**src/rtl/mfc_regs.svh**
```systemverilog
// Constants for the multiply and program-flow execution block.
// Assumes inclusion by bare name from files under rtl/.
// What this block does
// - Integer multiplies write 16-bit product to product pair, set Z and C, 2 cycles.
// - Fractional multiplies write product shifted left one, set Z and C, 2 cycles.
// - Pointer jump loads PC from Z pointer, flags unchanged, 2 cycles.
// - Pointer call pushes return address, loads PC from Z, flags unchanged, 3 cycles.
// - Compare-skip-equal skips next instruction by PC plus 2 or 3; 1/2/3 cycles.
// - Register bit skips test one register bit, skip on clear or set, no flags.
// - I/O bit skips test one I/O register bit, skip on clear or set, no flags.
// - Branch-flag-set jumps to PC plus offset plus one when bit set; 1/2 cycles.
// - Branch-flag-clear jumps to PC plus offset plus one when bit clear, no flags.
// - Compares set Z,N,V,C,H without write-back in 1 cycle; carry form subtracts C.
`ifndef MFC_REGS_SVH
`define MFC_REGS_SVH

`define FLAG_C 3'h0
`define FLAG_Z 3'h1
`define FLAG_N 3'h2
`define FLAG_V 3'h3
`define FLAG_S 3'h4
`define FLAG_H 3'h5
`define FLAG_T 3'h6
`define FLAG_I 3'h7
`define STATUS_RESET 8'h00
`define PC_RESET 16'h0000
`define PRODUCT_RESET 16'h0000

`define CYC_MULTIPLY 2'h2
`define CYC_REL_JUMP 2'h2
`define CYC_PTR_JUMP 2'h2
`define CYC_ABS_JUMP 2'h3
`define CYC_REL_CALL 2'h3
`define CYC_PTR_CALL 2'h3
`define CYC_ABS_CALL 3'h4
`define CYC_RETURN 3'h4
`define CYC_SINGLE 3'h1
`define CYC_BRANCH_TAKEN 3'h2
`define CYC_SKIP_ONE 3'h2
`define CYC_SKIP_TWO 3'h3

`define PC_STEP_ONE 16'h0001
`define PC_STEP_TWO 16'h0002
`define PC_STEP_THREE 16'h0003

`endif

```
**src/rtl/mfc_pkg.sv**
```systemverilog
// Types shared by the multiply and program-flow execution block.
// Assumes nothing beyond a SystemVerilog compiler.
package mfc_pkg;

    typedef enum logic [4:0] {
        OTHER_INSTRUCTION = 5'h00,
        UNSIGNED_MULTIPLY = 5'h01,
        SIGNED_MULTIPLY = 5'h02,
        SIGNED_BY_UNSIGNED_MULTIPLY = 5'h03,
        FRACTIONAL_UNSIGNED_MULTIPLY = 5'h04,
        FRACTIONAL_SIGNED_MULTIPLY = 5'h05,
        FRACTIONAL_MIXED_MULTIPLY = 5'h06,
        RELATIVE_JUMP = 5'h07,
        POINTER_JUMP = 5'h08,
        ABSOLUTE_JUMP = 5'h09,
        RELATIVE_SUBROUTINE_CALL = 5'h0A,
        POINTER_SUBROUTINE_CALL = 5'h0B,
        ABSOLUTE_SUBROUTINE_CALL = 5'h0C,
        SUBROUTINE_RETURN = 5'h0D,
        INTERRUPT_RETURN = 5'h0E,
        COMPARE_SKIP_EQUAL = 5'h0F,
        REGISTER_COMPARE = 5'h10,
        REGISTER_COMPARE_WITH_CARRY = 5'h11,
        IMMEDIATE_COMPARE = 5'h12,
        SKIP_REG_BIT_CLEAR = 5'h13,
        SKIP_REG_BIT_SET = 5'h14,
        SKIP_IO_BIT_CLEAR = 5'h15,
        SKIP_IO_BIT_SET = 5'h16,
        BRANCH_FLAG_SET = 5'h17,
        BRANCH_FLAG_CLEAR = 5'h18
    } opcode_e;

    typedef enum logic [0:0] {
        ST_IDLE = 1'b0,
        ST_EXEC = 1'b1
    } exec_state_e;

endpackage

```
**src/rtl/mfc_multiplier.sv**
```systemverilog
// Combinational 8x8 multiplier with signed, unsigned and fractional forms.
// Assumes operands are stable in the cycle the instruction is accepted.
`timescale 1ns/100ps
module mfc_multiplier (
    input wire logic [7:0] opA,
    input wire logic [7:0] opB,
    input wire logic signedA,
    input wire logic signedB,
    input wire logic fractional,
    output logic [15:0] rawProduct,
    output logic [15:0] result,
    output logic carryOut,
    output logic zeroOut
);
    logic signed [8:0] extA;
    logic signed [8:0] extB;
    logic signed [17:0] fullProduct;

    always_comb
    begin
        extA = {signedA & opA[7], opA};
        extB = {signedB & opB[7], opB};
        fullProduct = extA * extB;
        rawProduct = fullProduct[15:0];
        result = fractional ? {rawProduct[14:0], 1'b0} : rawProduct;
        carryOut = rawProduct[15];
        zeroOut = (result == 16'h0000);
    end
endmodule

```
**src/rtl/mfc_comparator.sv**
```systemverilog
// Subtract-without-write unit producing compare flags.
// Assumes the caller merges flags into the status register.
`timescale 1ns/100ps
module mfc_comparator (
    input wire logic [7:0] minuend,
    input wire logic [7:0] subtrahend,
    input wire logic borrowIn,
    output logic flagH,
    output logic flagV,
    output logic flagN,
    output logic flagZ,
    output logic flagC
);
    logic [8:0] diff;

    always_comb
    begin
        diff = {1'b0, minuend} - {1'b0, subtrahend} - {8'h00, borrowIn};
        flagC = diff[8];
        flagN = diff[7];
        flagZ = (diff[7:0] == 8'h00);
        flagV = (minuend[7] & ~subtrahend[7] & ~diff[7])
            | (~minuend[7] & subtrahend[7] & diff[7]);
        flagH = (~minuend[3] & subtrahend[3]) | (subtrahend[3] & diff[3])
            | (diff[3] & ~minuend[3]);
    end
endmodule

```
**src/rtl/multiply_and_flow_control.sv**
```systemverilog
// Execution of multiply, jump, call, return, compare, skip and flag branch instructions.
// Assumes operands come from logic on sys_clk and are valid with instrValid.
`timescale 1ns/100ps
`include "mfc_regs.svh"
module multiply_and_flow_control (
    input wire logic sys_clk,
    input wire logic arst_n,
    input wire logic instrValid,
    input wire mfc_pkg::opcode_e opcode,
    input wire logic [7:0] srcA,
    input wire logic [7:0] srcB,
    input wire logic [7:0] immK,
    input wire logic [2:0] bitSel,
    input wire logic [7:0] ioData,
    input wire logic [11:0] relOffset,
    input wire logic [15:0] absTarget,
    input wire logic [15:0] zPointer,
    input wire logic [15:0] stackData,
    input wire logic nextTwoWord,
    output logic busy,
    output logic done,
    output logic [15:0] pcOut,
    output logic [7:0] statusOut,
    output logic [15:0] productOut,
    output logic productWrite,
    output logic [15:0] pushAddr,
    output logic pushStrobe,
    output logic popStrobe
);
    mfc_pkg::exec_state_e stateQ, stateD;
    logic [1:0] cntQ, cntD;
    logic doneQ, doneD;
    logic [15:0] pcQ, pcD;
    logic [7:0] statusQ, statusD;
    logic [15:0] productQ, productD;
    logic productWriteQ, productWriteD;
    logic [15:0] pushAddrQ, pushAddrD;
    logic pushQ, pushD;
    logic popQ, popD;

    logic accept;
    logic isMul;
    logic mulSignedA;
    logic mulSignedB;
    logic mulFrac;
    logic [15:0] mulRaw;
    logic [15:0] mulResult;
    logic mulC;
    logic mulZ;
    logic [7:0] cmpB;
    logic cmpBorrow;
    logic cmpH, cmpV, cmpN, cmpZ, cmpC;
    logic [15:0] offsetExt;
    logic skipCond;
    logic branchTaken;
    logic [2:0] cycles;

    function automatic logic is_multiply(input mfc_pkg::opcode_e op);
        is_multiply = (op == mfc_pkg::UNSIGNED_MULTIPLY)
            || (op == mfc_pkg::SIGNED_MULTIPLY)
            || (op == mfc_pkg::SIGNED_BY_UNSIGNED_MULTIPLY)
            || (op == mfc_pkg::FRACTIONAL_UNSIGNED_MULTIPLY)
            || (op == mfc_pkg::FRACTIONAL_SIGNED_MULTIPLY)
            || (op == mfc_pkg::FRACTIONAL_MIXED_MULTIPLY);
    endfunction

    function automatic logic [2:0] cycle_count(input mfc_pkg::opcode_e op, input logic skip,
        input logic taken, input logic twoWord);
        case (op)
            mfc_pkg::RELATIVE_JUMP: cycle_count = {1'b0, `CYC_REL_JUMP};
            mfc_pkg::POINTER_JUMP: cycle_count = {1'b0, `CYC_PTR_JUMP};
            mfc_pkg::ABSOLUTE_JUMP: cycle_count = {1'b0, `CYC_ABS_JUMP};
            mfc_pkg::RELATIVE_SUBROUTINE_CALL: cycle_count = {1'b0, `CYC_REL_CALL};
            mfc_pkg::POINTER_SUBROUTINE_CALL: cycle_count = {1'b0, `CYC_PTR_CALL};
            mfc_pkg::ABSOLUTE_SUBROUTINE_CALL: cycle_count = `CYC_ABS_CALL;
            mfc_pkg::SUBROUTINE_RETURN: cycle_count = `CYC_RETURN;
            mfc_pkg::INTERRUPT_RETURN: cycle_count = `CYC_RETURN;
            mfc_pkg::COMPARE_SKIP_EQUAL, mfc_pkg::SKIP_REG_BIT_CLEAR,
            mfc_pkg::SKIP_REG_BIT_SET, mfc_pkg::SKIP_IO_BIT_CLEAR,
            mfc_pkg::SKIP_IO_BIT_SET:
                cycle_count = !skip ? `CYC_SINGLE : (twoWord ? `CYC_SKIP_TWO : `CYC_SKIP_ONE);
            mfc_pkg::BRANCH_FLAG_SET, mfc_pkg::BRANCH_FLAG_CLEAR:
                cycle_count = taken ? `CYC_BRANCH_TAKEN : `CYC_SINGLE;
            default: cycle_count = is_multiply(op) ? {1'b0, `CYC_MULTIPLY} : `CYC_SINGLE;
        endcase
    endfunction

    always_comb
    begin
        accept = instrValid && (stateQ == mfc_pkg::ST_IDLE);
        isMul = is_multiply(opcode);
        mulSignedA = (opcode == mfc_pkg::SIGNED_MULTIPLY)
            || (opcode == mfc_pkg::SIGNED_BY_UNSIGNED_MULTIPLY)
            || (opcode == mfc_pkg::FRACTIONAL_SIGNED_MULTIPLY)
            || (opcode == mfc_pkg::FRACTIONAL_MIXED_MULTIPLY);
        mulSignedB = (opcode == mfc_pkg::SIGNED_MULTIPLY)
            || (opcode == mfc_pkg::FRACTIONAL_SIGNED_MULTIPLY);
        mulFrac = (opcode == mfc_pkg::FRACTIONAL_UNSIGNED_MULTIPLY)
            || (opcode == mfc_pkg::FRACTIONAL_SIGNED_MULTIPLY)
            || (opcode == mfc_pkg::FRACTIONAL_MIXED_MULTIPLY);
        cmpB = (opcode == mfc_pkg::IMMEDIATE_COMPARE) ? immK : srcB;
        cmpBorrow = (opcode == mfc_pkg::REGISTER_COMPARE_WITH_CARRY) && statusQ[`FLAG_C];
        offsetExt = {{4{relOffset[11]}}, relOffset};
        case (opcode)
            mfc_pkg::COMPARE_SKIP_EQUAL: skipCond = (srcA == srcB);
            mfc_pkg::SKIP_REG_BIT_CLEAR: skipCond = !srcB[bitSel];
            mfc_pkg::SKIP_REG_BIT_SET: skipCond = srcB[bitSel];
            mfc_pkg::SKIP_IO_BIT_CLEAR: skipCond = !ioData[bitSel];
            mfc_pkg::SKIP_IO_BIT_SET: skipCond = ioData[bitSel];
            default: skipCond = 1'b0;
        endcase
        branchTaken = ((opcode == mfc_pkg::BRANCH_FLAG_SET) && statusQ[bitSel])
            || ((opcode == mfc_pkg::BRANCH_FLAG_CLEAR) && !statusQ[bitSel]);
        cycles = cycle_count(opcode, skipCond, branchTaken, nextTwoWord);
    end

    mfc_multiplier u_multiplier (
        .opA(srcA),
        .opB(srcB),
        .signedA(mulSignedA),
        .signedB(mulSignedB),
        .fractional(mulFrac),
        .rawProduct(mulRaw),
        .result(mulResult),
        .carryOut(mulC),
        .zeroOut(mulZ)
    );

    mfc_comparator u_comparator (
        .minuend(srcA),
        .subtrahend(cmpB),
        .borrowIn(cmpBorrow),
        .flagH(cmpH),
        .flagV(cmpV),
        .flagN(cmpN),
        .flagZ(cmpZ),
        .flagC(cmpC)
    );

    // Sequencing of multi-cycle instructions
    always_comb
    begin
        stateD = stateQ;
        cntD = cntQ;
        doneD = 1'b0;
        case (stateQ)
            mfc_pkg::ST_IDLE:
            begin
                if (accept)
                begin
                    if (cycles == `CYC_SINGLE)
                    begin
                        doneD = 1'b1;
                    end
                    else
                    begin
                        stateD = mfc_pkg::ST_EXEC;
                        cntD = cycles[1:0] - 2'h1;
                    end
                end
            end
            mfc_pkg::ST_EXEC:
            begin
                cntD = cntQ - 2'h1;
                if (cntQ == 2'h1)
                begin
                    stateD = mfc_pkg::ST_IDLE;
                    doneD = 1'b1;
                end
            end
            default:
            begin
                stateD = mfc_pkg::ST_IDLE;
                cntD = 2'h0;
            end
        endcase
    end

    always_ff @(posedge sys_clk or negedge arst_n)
    begin
        if (!arst_n)
        begin
            stateQ <= mfc_pkg::ST_IDLE;
            cntQ <= 2'h0;
            doneQ <= 1'b0;
        end
        else
        begin
            stateQ <= stateD;
            cntQ <= cntD;
            doneQ <= doneD;
        end
    end

    // Program counter, flags, product and stack effects
    always_comb
    begin
        pcD = pcQ;
        statusD = statusQ;
        productD = productQ;
        productWriteD = 1'b0;
        pushAddrD = pushAddrQ;
        pushD = 1'b0;
        popD = 1'b0;
        if (accept)
        begin
            pcD = pcQ + `PC_STEP_ONE;
            case (opcode)
                mfc_pkg::RELATIVE_JUMP: pcD = pcQ + offsetExt + `PC_STEP_ONE;
                mfc_pkg::POINTER_JUMP: pcD = zPointer;
                mfc_pkg::ABSOLUTE_JUMP: pcD = absTarget;
                mfc_pkg::RELATIVE_SUBROUTINE_CALL:
                begin
                    pcD = pcQ + offsetExt + `PC_STEP_ONE;
                    pushAddrD = pcQ + `PC_STEP_ONE;
                    pushD = 1'b1;
                end
                mfc_pkg::POINTER_SUBROUTINE_CALL:
                begin
                    pcD = zPointer;
                    pushAddrD = pcQ + `PC_STEP_ONE;
                    pushD = 1'b1;
                end
                mfc_pkg::ABSOLUTE_SUBROUTINE_CALL:
                begin
                    pcD = absTarget;
                    pushAddrD = pcQ + `PC_STEP_TWO;
                    pushD = 1'b1;
                end
                mfc_pkg::SUBROUTINE_RETURN:
                begin
                    pcD = stackData;
                    popD = 1'b1;
                end
                mfc_pkg::INTERRUPT_RETURN:
                begin
                    pcD = stackData;
                    popD = 1'b1;
                    statusD[`FLAG_I] = 1'b1;
                end
                mfc_pkg::REGISTER_COMPARE, mfc_pkg::REGISTER_COMPARE_WITH_CARRY,
                mfc_pkg::IMMEDIATE_COMPARE:
                begin
                    statusD[`FLAG_H] = cmpH;
                    statusD[`FLAG_V] = cmpV;
                    statusD[`FLAG_N] = cmpN;
                    statusD[`FLAG_S] = cmpN ^ cmpV;
                    statusD[`FLAG_C] = cmpC;
                    statusD[`FLAG_Z] = (opcode == mfc_pkg::REGISTER_COMPARE_WITH_CARRY)
                        ? (cmpZ && statusQ[`FLAG_Z]) : cmpZ;
                end
                mfc_pkg::BRANCH_FLAG_SET, mfc_pkg::BRANCH_FLAG_CLEAR:
                begin
                    if (branchTaken)
                    begin
                        pcD = pcQ + offsetExt + `PC_STEP_ONE;
                    end
                end
                default:
                begin
                    if (skipCond)
                    begin
                        pcD = pcQ + (nextTwoWord ? `PC_STEP_THREE : `PC_STEP_TWO);
                    end
                    if (isMul)
                    begin
                        productD = mulResult;
                        productWriteD = 1'b1;
                        statusD[`FLAG_C] = mulC;
                        statusD[`FLAG_Z] = mulZ;
                    end
                end
            endcase
        end
    end

    always_ff @(posedge sys_clk or negedge arst_n)
    begin
        if (!arst_n)
        begin
            pcQ <= `PC_RESET;
            statusQ <= `STATUS_RESET;
            productQ <= `PRODUCT_RESET;
            productWriteQ <= 1'b0;
            pushAddrQ <= `PC_RESET;
            pushQ <= 1'b0;
            popQ <= 1'b0;
        end
        else
        begin
            pcQ <= pcD;
            statusQ <= statusD;
            productQ <= productD;
            productWriteQ <= productWriteD;
            pushAddrQ <= pushAddrD;
            pushQ <= pushD;
            popQ <= popD;
        end
    end

    always_comb
    begin
        busy = (stateQ == mfc_pkg::ST_EXEC);
        done = doneQ;
        pcOut = pcQ;
        statusOut = statusQ;
        productOut = productQ;
        productWrite = productWriteQ;
        pushAddr = pushAddrQ;
        pushStrobe = pushQ;
        popStrobe = popQ;
    end
endmodule

```
**config.mk**
```make
export PLATFORM = sky130hd
export DESIGN_NAME = multiply_and_flow_control
export DESIGN_NICKNAME = d
export VERILOG_FILES = /design/src/rtl/mfc_pkg.sv /design/src/rtl/mfc_multiplier.sv /design/src/rtl/mfc_comparator.sv /design/src/rtl/multiply_and_flow_control.sv
export VERILOG_INCLUDE_DIRS = /design/src /design/src/rtl
export SDC_FILE = /design/constraint.sdc
export NUM_CORES = 1
export LEC_CHECK = 0
export ABC_AREA = 1
export BUFFER_PORTS_ARGS = -buffer_cell sky130_fd_sc_hd__buf_4
export CAP_MARGIN = 20
export CORE_ASPECT_RATIO = 1.5
export CORE_MARGIN = 2
export CORE_UTILIZATION = 50
export CTS_BUF_LIST = sky130_fd_sc_hd__clkbuf_2
export CTS_CLUSTER_DIAMETER = 120
export CTS_CLUSTER_SIZE = 10
export DETAILED_ROUTE_END_ITERATION = 10
export PLACE_DENSITY = 0.72
export SLEW_MARGIN = 20
export SYNTH_ARGS = -nofsm -noshare
export SYNTH_HDL_FRONTEND = slang
export SYNTH_SLANG_ARGS = --single-unit
```
**constraint.sdc**
```tcl
create_clock -name sys_clk -period 2.9 [get_ports sys_clk]
set_input_delay 0.58 -clock sys_clk [delete_from_list [all_inputs] [get_ports sys_clk]]
set_output_delay 0.58 -clock sys_clk [all_outputs]
set_load 0.02 [all_outputs]
```
# [After elaboration in Yosys (flattened, before gate mapping)]
# Cells that the tools add are included.
[word_totals] word_cells=156 ff_bits=62 output_inout_bits=61
[classes] n_bitwise=20 n_mul=1 addsub=9 reduce_logical=44 muxes=40 eq_ne=29 magnitude_cmp=1
[ops] op="16-bit case mux with 6 select lines" count=1
[ops] op="16-bit two-way mux" count=3
[ops] op="5-bit equality test, second input constant" count=9
[ops] op="5-bit by 4-bit equality test with 1-bit output, second input constant" count=8
[ops] op="16-bit by 1-bit adder with 16-bit output, second input constant" count=2
[ops] op="16-bit case mux with 2 select lines" count=1
[ops] op="5-bit by 3-bit equality test with 1-bit output, second input constant" count=4
[ops] op="1-bit two-way mux" count=19
[ops] op="16-bit adder" count=1
[ops] op="16-bit by 2-bit adder with 16-bit output" count=1
[ops] op="16-bit by 2-bit adder with 16-bit output, second input constant" count=1
[ops] op="16-bit logical NOT" count=1
[ops] op="9-bit by 9-bit multiplier with 16-bit output" count=1
[ops] op="3-bit case mux with 5 select lines" count=1
[ops] op="2-bit OR reduction" count=7
[ops] op="13-bit OR reduction" count=1
[ops] op="1-bit logical OR" count=12
[ops] op="2-bit two-way mux" count=6
[ops] op="3-bit OR reduction" count=4
[ops] op="5-bit by 2-bit equality test with 1-bit output, second input constant" count=2
[ops] op="10-bit OR reduction" count=1
[ops] op="1-bit AND" count=9
[ops] op="1-bit binary-select mux with 3-bit select" count=3
[ops] op="8-bit by 8-bit subtractor with 9-bit output" count=1
[ops] op="22 further kinds" count=45

# [Depth between registers and ports, before layout]
# Gate-level depths: netlist of the first run.
[logic_depth] word_depth=12 ltp_mapped=33 mapped_depth_nobuf=32

# [Hierarchy]
# Synthesis of the first run repeated with hierarchy kept, for this count alone.
[unflattened] hier_cells=1554 area_unflattened_um2=9944.5
[by_module_without_submodules] mod="multiply_and_flow_control" seq_area_each_um2=1551.5 cells_per_inst=923 area_each_um2=5844.4 n_inst=1
[by_module_without_submodules] mod="mfc_multiplier" seq_area_each_um2=0.0 cells_per_inst=512 area_each_um2=3432.0 n_inst=1
[by_module_without_submodules] mod="mfc_comparator" seq_area_each_um2=0.0 cells_per_inst=119 area_each_um2=668.1 n_inst=1

# [Worst setup path before layout of the first run]
# No wires, ideal clock.
[synth_timing] path_kind="in2reg" start="input port opcode[1]" end="register statusQ[1], in the netlist statusOut[1]" slack_ns=-2.828 arrival_ns=5.609 cell_stages=30 path_buffers=1 t_required_ns=2.780 path_cell_list="buf_2 -> inv_1 -> nor2_1 -> nand3_1 -> nand2_1 -> nand2_1 -> or2_2 -> fa_1 -> fa_1 -> inv_1 -> fa_1 -> fa_1 -> inv_1 -> fa_1 -> inv_1 -> ha_1 -> nand2_1 -> nand2_1 -> inv_1 -> nand2_1 -> nand2_1 -> nand2_1 -> nand2_1 -> nand2_1 -> nand2_1 -> nand2_1 -> nand3_1 -> nand3_1 -> nand3_1 -> a21oi_2"
[synth_between] elab_chain_cells=10 word_cells_on_any_way=49 cone_classes="add/sub (2); mul (1); eq/ne (19); mux (5); bitwise (3); reduce/logical (19)"
[synth_lines] item="start, declared" line_no="multiply_and_flow_control.sv:9" text="input wire mfc_pkg::opcode_e opcode,"
[synth_lines] item="5-bit by 2-bit equality test with 1-bit output, on equally long branches"
[synth_lines] item="1-bit logical OR" line_no="multiply_and_flow_control.sv:93" text="|| (opcode == mfc_pkg::SIGNED_BY_UNSIGNED_MULTIPLY)"
[synth_lines] item="1-bit logical OR" line_no="multiply_and_flow_control.sv:94" text="|| (opcode == mfc_pkg::FRACTIONAL_SIGNED_MULTIPLY)"
[synth_lines] item="1-bit logical OR" line_no="multiply_and_flow_control.sv:95" text="|| (opcode == mfc_pkg::FRACTIONAL_MIXED_MULTIPLY);"
[synth_lines] item="1-bit AND" line_no="mfc_multiplier.sv:21" text="extA = {signedA & opA[7], opA};"
[synth_lines] item="9-bit by 9-bit multiplier with 16-bit output" line_no="mfc_multiplier.sv:23" text="fullProduct = extA * extB;"
[synth_lines] item="16-bit two-way mux" line_no="mfc_multiplier.sv:25" text="result = fractional ? {rawProduct[14:0], 1'b0} : rawProduct;"
[synth_lines] item="16-bit logical NOT" line_no="mfc_multiplier.sv:27" text="zeroOut = (result == 16'h0000);"
[synth_lines] item="2-bit two-way mux" line_no="multiply_and_flow_control.sv:265" text="if (isMul)"
[synth_lines] item="2-bit case mux with 2 select lines" line_no="multiply_and_flow_control.sv:208" text="case (opcode)"
[synth_lines] item="end signal, assigned" line_no="multiply_and_flow_control.sv:282" text="statusQ <= `STATUS_RESET;"
[synth_lines] item="end signal, assigned" line_no="multiply_and_flow_control.sv:292" text="statusQ <= statusD;"
[synth_lines] item="end, declared" line_no="multiply_and_flow_control.sv:34" text="logic [7:0] statusQ, statusD;"
# Parallel ways exist; a longest one is shown, timed or not. The select of a mux whose other input is x is not followed.
# A chain may end at the register's enable or synchronous reset.

# [Final worst setup path of the first run]
[layout_timing] start="input port opcode[2]" end="register statusQ[1], in the netlist statusOut[1]"
# Same word-level chain as after synthesis.

==> results of run 1 <==
==> cells in the mapped netlist, types with 2 or more instances <==
library cell	n	area, µm²
inv_1	254	953
nor4_1	3	18.8
xnor2_1	8	70.1
a22oi_1	4	30.0
nand3_1	126	631
nand2_4	3	33.8
dfrtp_1	62	1550
ha_1	78	976
or2_2	11	68.8
buf_4	6	45.0
a21oi_2	3	26.3
o31ai_1	2	15.0
o21ai_2	2	17.5
xor2_1	34	298
nor2_2	7	43.8
a21oi_1	61	305
inv_2	16	60.1
nor2_4	3	33.8
nand2_2	6	37.5
o21ai_1	17	85.1
nor3_1	9	45.0
nand3b_1	3	22.5
o22ai_1	3	18.8
nand3_2	4	40.0
o211ai_1	4	30.0
nand2_1	354	1330
nand4_1	12	75.1
o21ai_0	46	230
fa_1	66	1320
nor2_1	141	529
buf_2	14	70.1
a221oi_1	7	61.3
buf_6	7	78.8
o21a_1	2	15.0
a31oi_1	22	138
a22o_1	3	26.3
clkbuf_1	16	60.1
==> area by class of cell <==
type / count / share of cell area
Multi-Input combinational cell: 1057 / 0.574
Timing Repair Buffer: 313 / 0.196
Inverter: 272 / 0.0794
Clock buffer: 10 / 0.00385
Clock inverter: 6 / 0.00298
Sequential cell: 62 / 0.119
Tap cell: 252 / 0.0242
Antenna cell: 1 / 0.000192
==> routing by layer <==
metal,part of all wire,up-vias,routed length (µm)
li1,-,5085,-
met1,0.33,4932,11200
met2,0.52,449,17500
met3,0.054,169,1830
met4,0.090,0,3020
met5,0,-,0
==> layout by cell type (no fill, tap or decap), types with 33 or more instances in the layout <==
master and count:
ha_1 54, nand3_1 106, o21ai_0 42, xor2_1 33
nand2_1 321, dfrtp_1 62, fa_1 62, nor2_1 125
a21oi_1 54, buf_4 281, inv_1 236
==> flip-flops by register name (all words and copies together), names as in the netlist <==
name          flops
productWrite      1
statusOut         7
busy              1
pushAddr         16
productOut       16
cntQ              2
popStrobe         1
pushStrobe        1
done              1
pcOut            16
==> worst paths after layout <==
kind | cells after the start | endpoint | startpoint | slack, ns
max | 27 | statusOut[1]$_DFFE_PN0P_ | opcode[2] | -1.94
min | 1 | pushAddr[11]$_DFFE_PN0P_ | arst_n | 0.09
max reg2reg | 16 | statusOut[1]$_DFFE_PN0P_ | statusOut[0]$_DFFE_PN0P_ | 0.24
min reg2reg | 2 | pushAddr[2]$_DFFE_PN0P_ | pushAddr[2]$_DFFE_PN0P_ | 0.51
max in group asynchronous | 1 | cntQ[0]$_DFFE_PN0P_ | arst_n | 2.18
min in group sys_clk | 5 | pcOut[1]$_DFFE_PN0P_ | stackData[1] | 0.41
==> power groups by stage <==
stage	sequential, mW	clock (mW)	combinational, mW
after floorplan	2.05	0	3.90
after global placement	1.73	0	6.82
after detailed placement	1.73	0	6.93
after CTS	1.71	0.512	7.31
after global routing	1.77	0.543	8.56
final	1.73	0.510	7.82
==> cell families after synthesis <==
logic type / after synthesis / share of synthesized area
and+or+nand+nor: 687 / 0.312
muxes: 1 / 0.00105
adders and majority gates: 144 / 0.241
buffers and inverters: 315 / 0.134
AOI/OAI and AO/OA: 182 / 0.110
xor gates and xnor gates: 42 / 0.0386
DFF: 62 / 0.163
other: 1 / 0.000393
==> worst max-delay path, delay by kind of cell <==
| family | cells | cell delay, ns |
|---|---|---|
| buffers and inverters | 4 | 0.26 |
| adder cells (fa/ha/maj) | 6 | 2.71 |
| AO/OA/AOI/OAI | 1 | 0.12 |
| AND/OR/NAND/NOR | 16 | 1.63 |
==> what timing repair did <==
action / in CTS / in global routing
hold buffers: 0 / 0
setup buffers: 15 / 9
endpoints found under the setup margin: 14 / 17
gates resized for setup: 73 / 84
pin swaps: 29 / 46
hold endpoints to repair: 0 / 0
==> impl_metrics.yaml, run 1 <==
clock_network:
  cts_sinks: 62
  cts_tree: "built"
  clk_pin_slew_worst_paths_ns: 0.24
  htree_levels: 3
  cts_buffers: 9
  clock-root-buffer: "clkbuf_2"
  clockBufferDepth: 2
  clock_latency_ns: 0.55
global_route:
  use_met2: 0.600
  grt_pass1_wl_mm: 52.6
  gr-total-overflow: 0
  grt_usage: 0.335
  grt.met3_usage: 0.0473
  grt.busiest_layer: "met2"
  grt_antenna_before_repair: 1
  grt_max_degree: 63
  met1_usage: 0.343
  grt_pass1_vias: 10800
sta:
  setup_ws_ns: -1.94
  whs_ns: 0.0892
  worst_slew_pin_slew_ns: 0.869
  rsz0062_at_grt: "yes"
  timing.slew.headroom: 0.421
  fin_worst_skew_ns: 0.0495
  setup_viol: 13
  fmax_ghz: 0.207
  slew_viol_final: 0
  finalSetupTns_ns: -18.71
  final_hold_viol_count: 0
  fin_crit_sh: 1.67
  period_needed_ns: 4.84
routing:
  ant_nets: 0
  dr.pass1.iters: 6
  via_per_inst: 5.39
  wl_per_cell_um: 17.0
  drtIter0Drc: 496
  drc: 0
  vias: 10600
  wl_mm: 33.6
synthesis:
  synth-async-reset-ratio: 1.00
  ys_seq_elements: 62
  syn-num-nets: 1682
  syn_inst: 1434
  synthFlopType: "dfrtp_1"
  yosysWarningCount: 0
  syn_area_per_cell_um2: 6.65
  synth.distinct_cells: 52
  syn-cell-area_um2: 9540
  seq_area_frac_synth: 0.163
  synth_edf_count: 0
power_and_ir_drop:
  power.share.sequential: 0.172
  power.share.clock: 0.051
  p_per_area_nw_per_um2: 773
  total_power_mw: 10.1
  p_sw_mw: 5.31
  swShare: 0.528
  vdd_drop_max_mv: 0.517
  combinationalPowerShare: 0.777
  p_leak_nw: 6.89
  internal-power_mw: 4.75
place:
  post-place-ws_ns: -2.57
  placed_area_um2: 12100
  dp_hpwl_mm: 26.8
  gp_congestion: 0.992
  port_buffers: 163
  dpl.cell_count: 1939
final_layout:
  fin_util: 0.699
  area_delta_synth_final_pct: 36.4
  final_area_um2: 13000
  stdcell_count: 1973
  nets: 1963
  multi_input_area_um2: 7470
  seq_area_um2: 1550
  fill_cells: 1654
  drive_gt1_frac: 0.305
floorplanning:
  initial_core_util: 0.512
  fp.dieW_um: 117
  rows: 61
  ios: 165
  die_h_um: 173
  core_area_um2: 18600
  die_area_um2: 20200
critical_path:
  cp-end-kind: "register"
  crit_type: "input pin to register"
  slowest_delay_ns: 0.51
  slowest_stage: "fa_1"
  crit_path_max_fanout: 5
  path_common_cell: "fa_1"
  cp.arrival_ns: 5.33
  worstPathRequired_ns: 3.39
  startpoint_type: "input pin"
hold_path:
  hp-class: "input pin to async pin"
outcome:
  violations: "negative setup slack"
  status: "finished with violations"
run:
  maxCapViolCount: 0
Note: power is estimated with default switching activity, not from simulation.
==> run 2, diff against run 1 <==
--- a/config.mk
+++ b/config.mk
@@ -6,7 +6,6 @@
 export SDC_FILE = /design/constraint.sdc
 export NUM_CORES = 1
 export LEC_CHECK = 0
-export ABC_AREA = 1
 export BUFFER_PORTS_ARGS = -buffer_cell sky130_fd_sc_hd__buf_4
 export CAP_MARGIN = 20
 export CORE_ASPECT_RATIO = 1.5
@@ -16,7 +15,7 @@
 export CTS_CLUSTER_DIAMETER = 120
 export CTS_CLUSTER_SIZE = 10
 export DETAILED_ROUTE_END_ITERATION = 10
-export PLACE_DENSITY = 0.72
+export PLACE_DENSITY = 0.73
 export SLEW_MARGIN = 20
 export SYNTH_ARGS = -nofsm -noshare
 export SYNTH_HDL_FRONTEND = slang
==> run 2 against run 1 <==
Against the previous run:
- the run still ends with negative setup slack left
- non-clock buffer count grew 51
- clock power is 13% higher
- worst hold slack got worse by 0.0086 ns
- routed wire length is 11% lower
- final area fell by 5.9%
- total power shrank 2.4%
- register-to-register slack worse by 0.42 ns
- via count decreased by 15%
- count of clock-buffer cells in the layout down 1
- combinational power down 2%
- sequential share of layout area grew 0.76 points
- utilization is 3.5 points higher
- largest cell class unchanged
==> impl_metrics.yaml, run 2 <==
synthesis:
  synthFlopType: "dfrtp_1"
  synth_largest_area_cell: "dfrtp_1"
  syn-num-nets: 1287
  ys_seq_elements: 62
  synth_commonest_cells: "122 x nand2_1, 118 x inv_1, 82 x nor2_1"
  synth-async-reset-ratio: 1.00
  synth_top_area_share: 0.183
  syn_area_per_cell_um2: 8.18
  syn-cell-area_um2: 8490
  yosysWarningCount: 0
  syn_inst: 1039
  synth_most_common_cell: "nand2_1"
  synth.distinct_cells: 66
  synth_edf_count: 0
  synth_area_leaders: "dfrtp_1 18%, fa_1 16%, ha_1 11%, nand2_1 5.4%, inv_1 5.2%"
  seq_area_frac_synth: 0.183
sta:
  setup_ws_ns: -2.19
  finalSetupTns_ns: -22.14
  whs_ns: 0.0805
  fmax_ghz: 0.197
  fin_crit_sh: 1.75
  final_hold_viol_count: 0
  timing.slew.headroom: 0.402
  rsz0062_at_grt: "yes"
  slew_viol_final: 0
  worst_slew_pin_slew_ns: 0.897
  fin_worst_skew_ns: 0.0226
  setup_viol: 16
  period_needed_ns: 5.09
place:
  gp_congestion: 0.985
  dpl.cell_count: 1534
  post-place-ws_ns: -2.80
  dp_hpwl_mm: 23.3
  placed_area_um2: 11400
  port_buffers: 163
routing:
  dr.pass1.iters: 6
  vias: 9044
  via_per_inst: 5.73
  drtIter0Drc: 559
  wl_mm: 29.9
  drc: 0
  wl_per_cell_um: 19.0
  ant_nets: 0
final_layout:
  mostFrequentLayoutCells: "332 x buf_4, 108 x inv_1, 108 x nand2_1"
  nets: 1609
  fill_cells: 1311
  final_area_um2: 12200
  fin_util: 0.733
  drive_gt1_frac: 0.368
  stdcell_count: 1577
  layout_commonest_cell: "buf_4"
  area_delta_synth_final_pct: 44.1
outcome:
  violations: "negative setup slack"
  status: "finished with violations"
floorplanning:
  initial_core_util: 0.509
  ios: 165
  die_area_um2: 18100
  core_area_um2: 16700
  die_h_um: 164
  fp.dieW_um: 110
  rows: 58
critical_path:
  crit_path_end: "statusOut[1]$_DFFE_PN0P_"
  rr_endpoint: "statusOut[1]$_DFFE_PN0P_"
  cp_top_family: "adder cells"
  path_common_cell: "fa_1"
  startpoint_type: "input pin"
  path_depth: 24
  worstPathBufferInverterCount: 6
  cp-end-kind: "register"
  ff2ff_path_depth: 13
  crit_path_max_fanout: 4
  path_cells: "buf_8, nand3b_1, buf_4, o21ai_4, nand3_2, or2_4, fa_1, fa_1, inv_1, fa_1, fa_1, inv_1, fa_1, inv_2, ha_4, buf_6, nand2_4, o21ai_4, o211ai_1, o21bai_1, a21oi_1, xnor2_1, nand4bb_1, a31oi_1"
  rr_startpoint: "statusOut[0]$_DFFE_PN0P_"
  crit_type: "input pin to register"
  worstPathRequired_ns: 3.37
  cp.arrival_ns: 5.56
  slowest_delay_ns: 0.59
  r2r_slack_ns: -0.18
  crit_path_start: "opcode[1]"
  slowest_stage: "fa_1"
clock_network:
  clk_pin_slew_worst_paths_ns: 0.21
  htree_levels: 3
  cts_buffers: 9
  clock_latency_ns: 0.56
  cts_sinks: 62
  clockBufferDepth: 2
  cts_tree: "built"
  clock-root-buffer: "clkbuf_2"
  cts_hold_buf: 0
power_and_ir_drop:
  power.share.sequential: 0.163
  total_power_mw: 9.82
  combinationalPowerShare: 0.779
  p_sw_mw: 4.72
  swShare: 0.480
  internal-power_mw: 5.10
  power.share.clock: 0.059
  vdd_drop_max_mv: 0.690
  p_leak_nw: 5.86
  p_per_area_nw_per_um2: 802
run:
  maxCapViolCount: 0
global_route:
  gr-total-overflow: 0
  grt_max_degree: 63
  grt_usage: 0.316
  grt_pass1_wl_mm: 45.0
  grt_antenna_before_repair: 1
  grt_pass1_vias: 9000
hold_path:
  hp-class: "input pin to async pin"
-- run 2: changes by cell type after synthesis, moves of 37 or more --
| cell | delta |
|---|---|
| xnor2_1 | +37 |
| nor2_1 | -59 |
| nand2_1 | -232 |
| inv_1 | -136 |
| and2_1 | +40 |
| nand3_1 | -111 |
-- run 2: worst min path at each step --
stage	cells after the start	to	slack (ns)	startpoint
after floorplan	0	busy$_DFF_PN0_	0.28	arst_n
after global placement	2	productOut[0]$_DFFE_PN0P_	0.46	productOut[0]$_DFFE_PN0P_
after detailed placement	2	productOut[0]$_DFFE_PN0P_	0.46	productOut[0]$_DFFE_PN0P_
after CTS	1	pushStrobe$_DFF_PN0_	0.08	arst_n
after global routing	1	pushAddr[7]$_DFFE_PN0P_	0.12	arst_n
final	1	pushStrobe$_DFF_PN0_	0.08	arst_n
-- run 2: area by class of cell --
| class | count | area, µm² | area share |
|---|---|---|---|
| Multi-Input combinational cell | 805 | 6890 | 0.563 |
| Timing Repair Buffer | 364 | 2960 | 0.242 |
| Sequential cell | 62 | 1550 | 0.127 |
| Inverter | 119 | 447 | 0.0365 |
| Tap cell | 210 | 263 | 0.0215 |
| Clock inverter | 7 | 75.1 | 0.00613 |
| Clock buffer | 9 | 45.0 | 0.00368 |
| Antenna cell | 1 | 2.50 | 0.000204 |
-- run 2: cells by family (layout without fill, tap and decap cells) --
kind of cell	Yosys count	in the layout	share of synthesized area
DFF	62	62	0.183
adders and majority gates	145	145	0.272
buffers and inverters	172	499	0.0769
and+or+nand+nor	332	332	0.183
muxes	30	30	0.0442
other	1	2	0.000441
xor gates and xnor gates	63	63	0.0650
AOI/OAI and AO/OA	234	234	0.176
-- run 2: layer usage --
layer	vias to the layer above	wire length, µm	global-route usage	part of all wire
li1	4168	-	-	-
met1	4262	9480	0.305	0.32
met2	465	16100	0.610	0.54
met3	149	1910	0.0434	0.064
met4	0	2420	0.223	0.081
met5	-	0	0	0
-- run 2: timing repair --
action	CTS	global route
resized for setup	72	46
buffers inserted	8	21
pin swaps	50	54
cloned	1	0
setup endpoints to repair	18	26
-- run 2: power groups by stage --
| stage | sequential [mW] | combinational [mW] | clock (mW) |
|---|---|---|---|
| after floorplan | 2.00 | 3.55 | 0 |
| after global placement | 1.61 | 6.62 | 0 |
| after detailed placement | 1.62 | 6.74 | 0 |
| after CTS | 1.59 | 7.29 | 0.583 |
| after global routing | 1.65 | 8.28 | 0.616 |
| final | 1.60 | 7.65 | 0.574 |
==> run 3, diff against run 2 <==
--- a/config.mk
+++ b/config.mk
@@ -6,6 +6,7 @@
 export SDC_FILE = /design/constraint.sdc
 export NUM_CORES = 1
 export LEC_CHECK = 0
+export ABC_AREA = 0
 export BUFFER_PORTS_ARGS = -buffer_cell sky130_fd_sc_hd__buf_4
 export CAP_MARGIN = 20
 export CORE_ASPECT_RATIO = 1.5
@@ -16,6 +17,7 @@
 export CTS_CLUSTER_SIZE = 10
 export DETAILED_ROUTE_END_ITERATION = 10
 export PLACE_DENSITY = 0.73
+export SETUP_SLACK_MARGIN = 0.1
 export SLEW_MARGIN = 20
 export SYNTH_ARGS = -nofsm -noshare
 export SYNTH_HDL_FRONTEND = slang
==> run 3 against run 2 <==
Against the previous run:
- via count rose by 1.8%
- the flow finishes with violations (design-rule violations, negative setup slack)
- sequential cell count unchanged
- combinational power increased by 4.1%
- count of clock-buffer cells in the layout stayed put
- clock power increased by 2%
- register-to-register slack improved by 0.04 ns
- largest cell class unchanged
- worst setup slack gained 0.045 ns
- highest routed layer unchanged
- global-route usage up 0.52 points
- sequential share of layout area shrank 0.40 points
- non-clock buffer count is 10 higher
- total power grew 3.6%
- critical path type unchanged
- final cell count rose by 0.63%
==> impl_metrics.yaml, run 3 (synthesized netlist as in run 2, its figures left out) <==
power_and_ir_drop:
  power.share.sequential: 0.160
  swShare: 0.483
  vdd_drop_max_mv: 0.639
  p_per_area_nw_per_um2: 805
  combinationalPowerShare: 0.783
  power.share.clock: 0.057
  p_sw_mw: 4.91
  p_leak_nw: 6.00
  internal-power_mw: 5.26
critical_path:
  path_cells: "buf_8, a21bo_4, a2111oi_4, buf_6, nand2_4, fa_1, fa_1, inv_2, fa_1, fa_1, inv_2, fa_1, inv_2, ha_4, nor2b_4, o31ai_4, a21oi_2, buf_4, xor2_2, nor3_1, nand4bb_1, a31oi_1"
  cp_top_family: "adder cells"
  crit_path_max_fanout: 7
  path_common_cell: "fa_1"
  cp-end-kind: "register"
  startpoint_type: "input pin"
  slowest_delay_ns: 0.53
  worstPathBufferInverterCount: 6
  cp.arrival_ns: 5.53
  crit_path_start: "opcode[2]"
  slowest_stage: "fa_1"
  worstPathRequired_ns: 3.39
  crit_type: "input pin to register"
  rr_startpoint: "statusOut[0]$_DFFE_PN0P_"
place:
  post-place-ws_ns: -2.78
  dp_hpwl_mm: 23.6
  port_buffers: 163
  gp_congestion: 0.995
final_layout:
  fin_util: 0.757
  drive_gt1_frac: 0.396
  nets: 1619
  fill_cells: 1209
  layout_commonest_cell: "buf_4"
  mostFrequentLayoutCells: "327 x buf_4, 111 x nand2_1, 104 x inv_1"
  area_delta_synth_final_pct: 48.7
floorplanning:
  rows: 58
  fp.dieW_um: 110
  initial_core_util: 0.509
  ios: 165
  die_h_um: 164
  core_area_um2: 16700
  die_area_um2: 18100
routing:
  drtIter0Drc: 597
  vias: 9208
  ant_nets: 0
  via_per_inst: 5.80
  dr.pass1.iters: 8
  drc: 1
  wl_mm: 30.3
  wl_per_cell_um: 19.1
sta:
  fmax_ghz: 0.198
  fin_worst_skew_ns: 0.0295
  setup_ws_ns: -2.14
  worst_slew_pin_slew_ns: 0.811
  timing.slew.headroom: 0.459
  setup_viol: 30
  period_needed_ns: 5.04
  rsz0062_at_grt: "yes"
  whs_ns: 0.0634
  slew_viol_final: 0
  fin_crit_sh: 1.74
  final_hold_viol_count: 0
  finalSetupTns_ns: -22.07
global_route:
  gr-total-overflow: 0
  grt_max_degree: 63
  grt_pass1_wl_mm: 45.9
  grt_usage: 0.321
  grt_antenna_before_repair: 1
  grt_pass1_vias: 9407
clock_network:
  cts_sinks: 62
  cts_tree: "built"
  cts_buffers: 9
  clk_pin_slew_worst_paths_ns: 0.21
  clock_latency_ns: 0.57
  clock-root-buffer: "clkbuf_2"
  clockBufferDepth: 2
  htree_levels: 3
  cts_hold_buf: 0
hold_path:
  hp-class: "input pin to async pin"
outcome:
  violations: "design-rule violations, negative setup slack"
  status: "finished with violations"
run:
  maxCapViolCount: 0
-- run 3: worst paths after layout --
kind	endpoint	slack (ns)	cells past startpoint
min	pushAddr[5]$_DFFE_PN0P_	0.06	1
max in group asynchronous	statusOut[3]$_DFFE_PN0P_	2.29	1
max	statusOut[1]$_DFFE_PN0P_	-2.14	22
min reg2reg	productOut[0]$_DFFE_PN0P_	0.51	2
max reg2reg	statusOut[1]$_DFFE_PN0P_	-0.14	10
min in group sys_clk	cntQ[0]$_DFFE_PN0P_	0.34	3
-- run 3: cell type report --
| type | instances | area [µm²] | area share |
|---|---|---|---|
| multi-input combinational | 805 | 7170 | 0.568 |
| timing repair buffer | 374 | 3070 | 0.243 |
| sequential | 62 | 1550 | 0.123 |
| inverter | 119 | 447 | 0.0354 |
| tap | 210 | 263 | 0.0208 |
| clock inverter | 7 | 73.8 | 0.00585 |
| clock buffer | 9 | 45.0 | 0.00357 |
| antenna | 1 | 2.50 | 0.000198 |
-- run 3: worst reg2reg max path, stage by stage, from the launching register on --
cell and delay, ns:
dfrtp_1 0.44, nand4_1 0.16, fa_2 0.40, fa_1 0.40, nand2b_1 0.17, a21oi_1 0.20, o21bai_1 0.08, a21oi_1 0.23
xnor2_1 0.10, or4_1 0.60, a31oi_1 0.21
-- run 3: repair_timing --
item,4_1_cts,5_1_grt
setup endpoints to repair,27,37
buffers inserted,24,12
resized for setup,91,91
pin swaps,60,64
cloned,0,1
-- run 3: metal layers --
layer  vias to the layer above  track usage  part of all wire
met5                         -            0                 0
met2                       464        0.599              0.53
li1                       4197            -                 -
met4                         0        0.260             0.095
met3                       162       0.0519             0.057
met1                      4385        0.309              0.32
-- run 3: stage by stage --
stage	area, µm²	std cells	total power [mW]
floorplan	8920	1039	5.57
global placement	11400	1539	8.34
detailed placement	11400	1539	8.47
CTS	12100	1577	9.54
global route	12600	1587	10.9
finish	12600	1587	10.2
-- run 3: power by group through the flow --
| stage | combinational, mW | clock (mW) | sequential (mW) |
|---|---|---|---|
| floorplan | 3.56 | 0 | 2.00 |
| global placement | 6.71 | 0 | 1.63 |
| detailed placement | 6.83 | 0 | 1.64 |
| CTS | 7.33 | 0.593 | 1.62 |
| global route | 8.58 | 0.624 | 1.67 |
| finish | 7.96 | 0.584 | 1.63 |
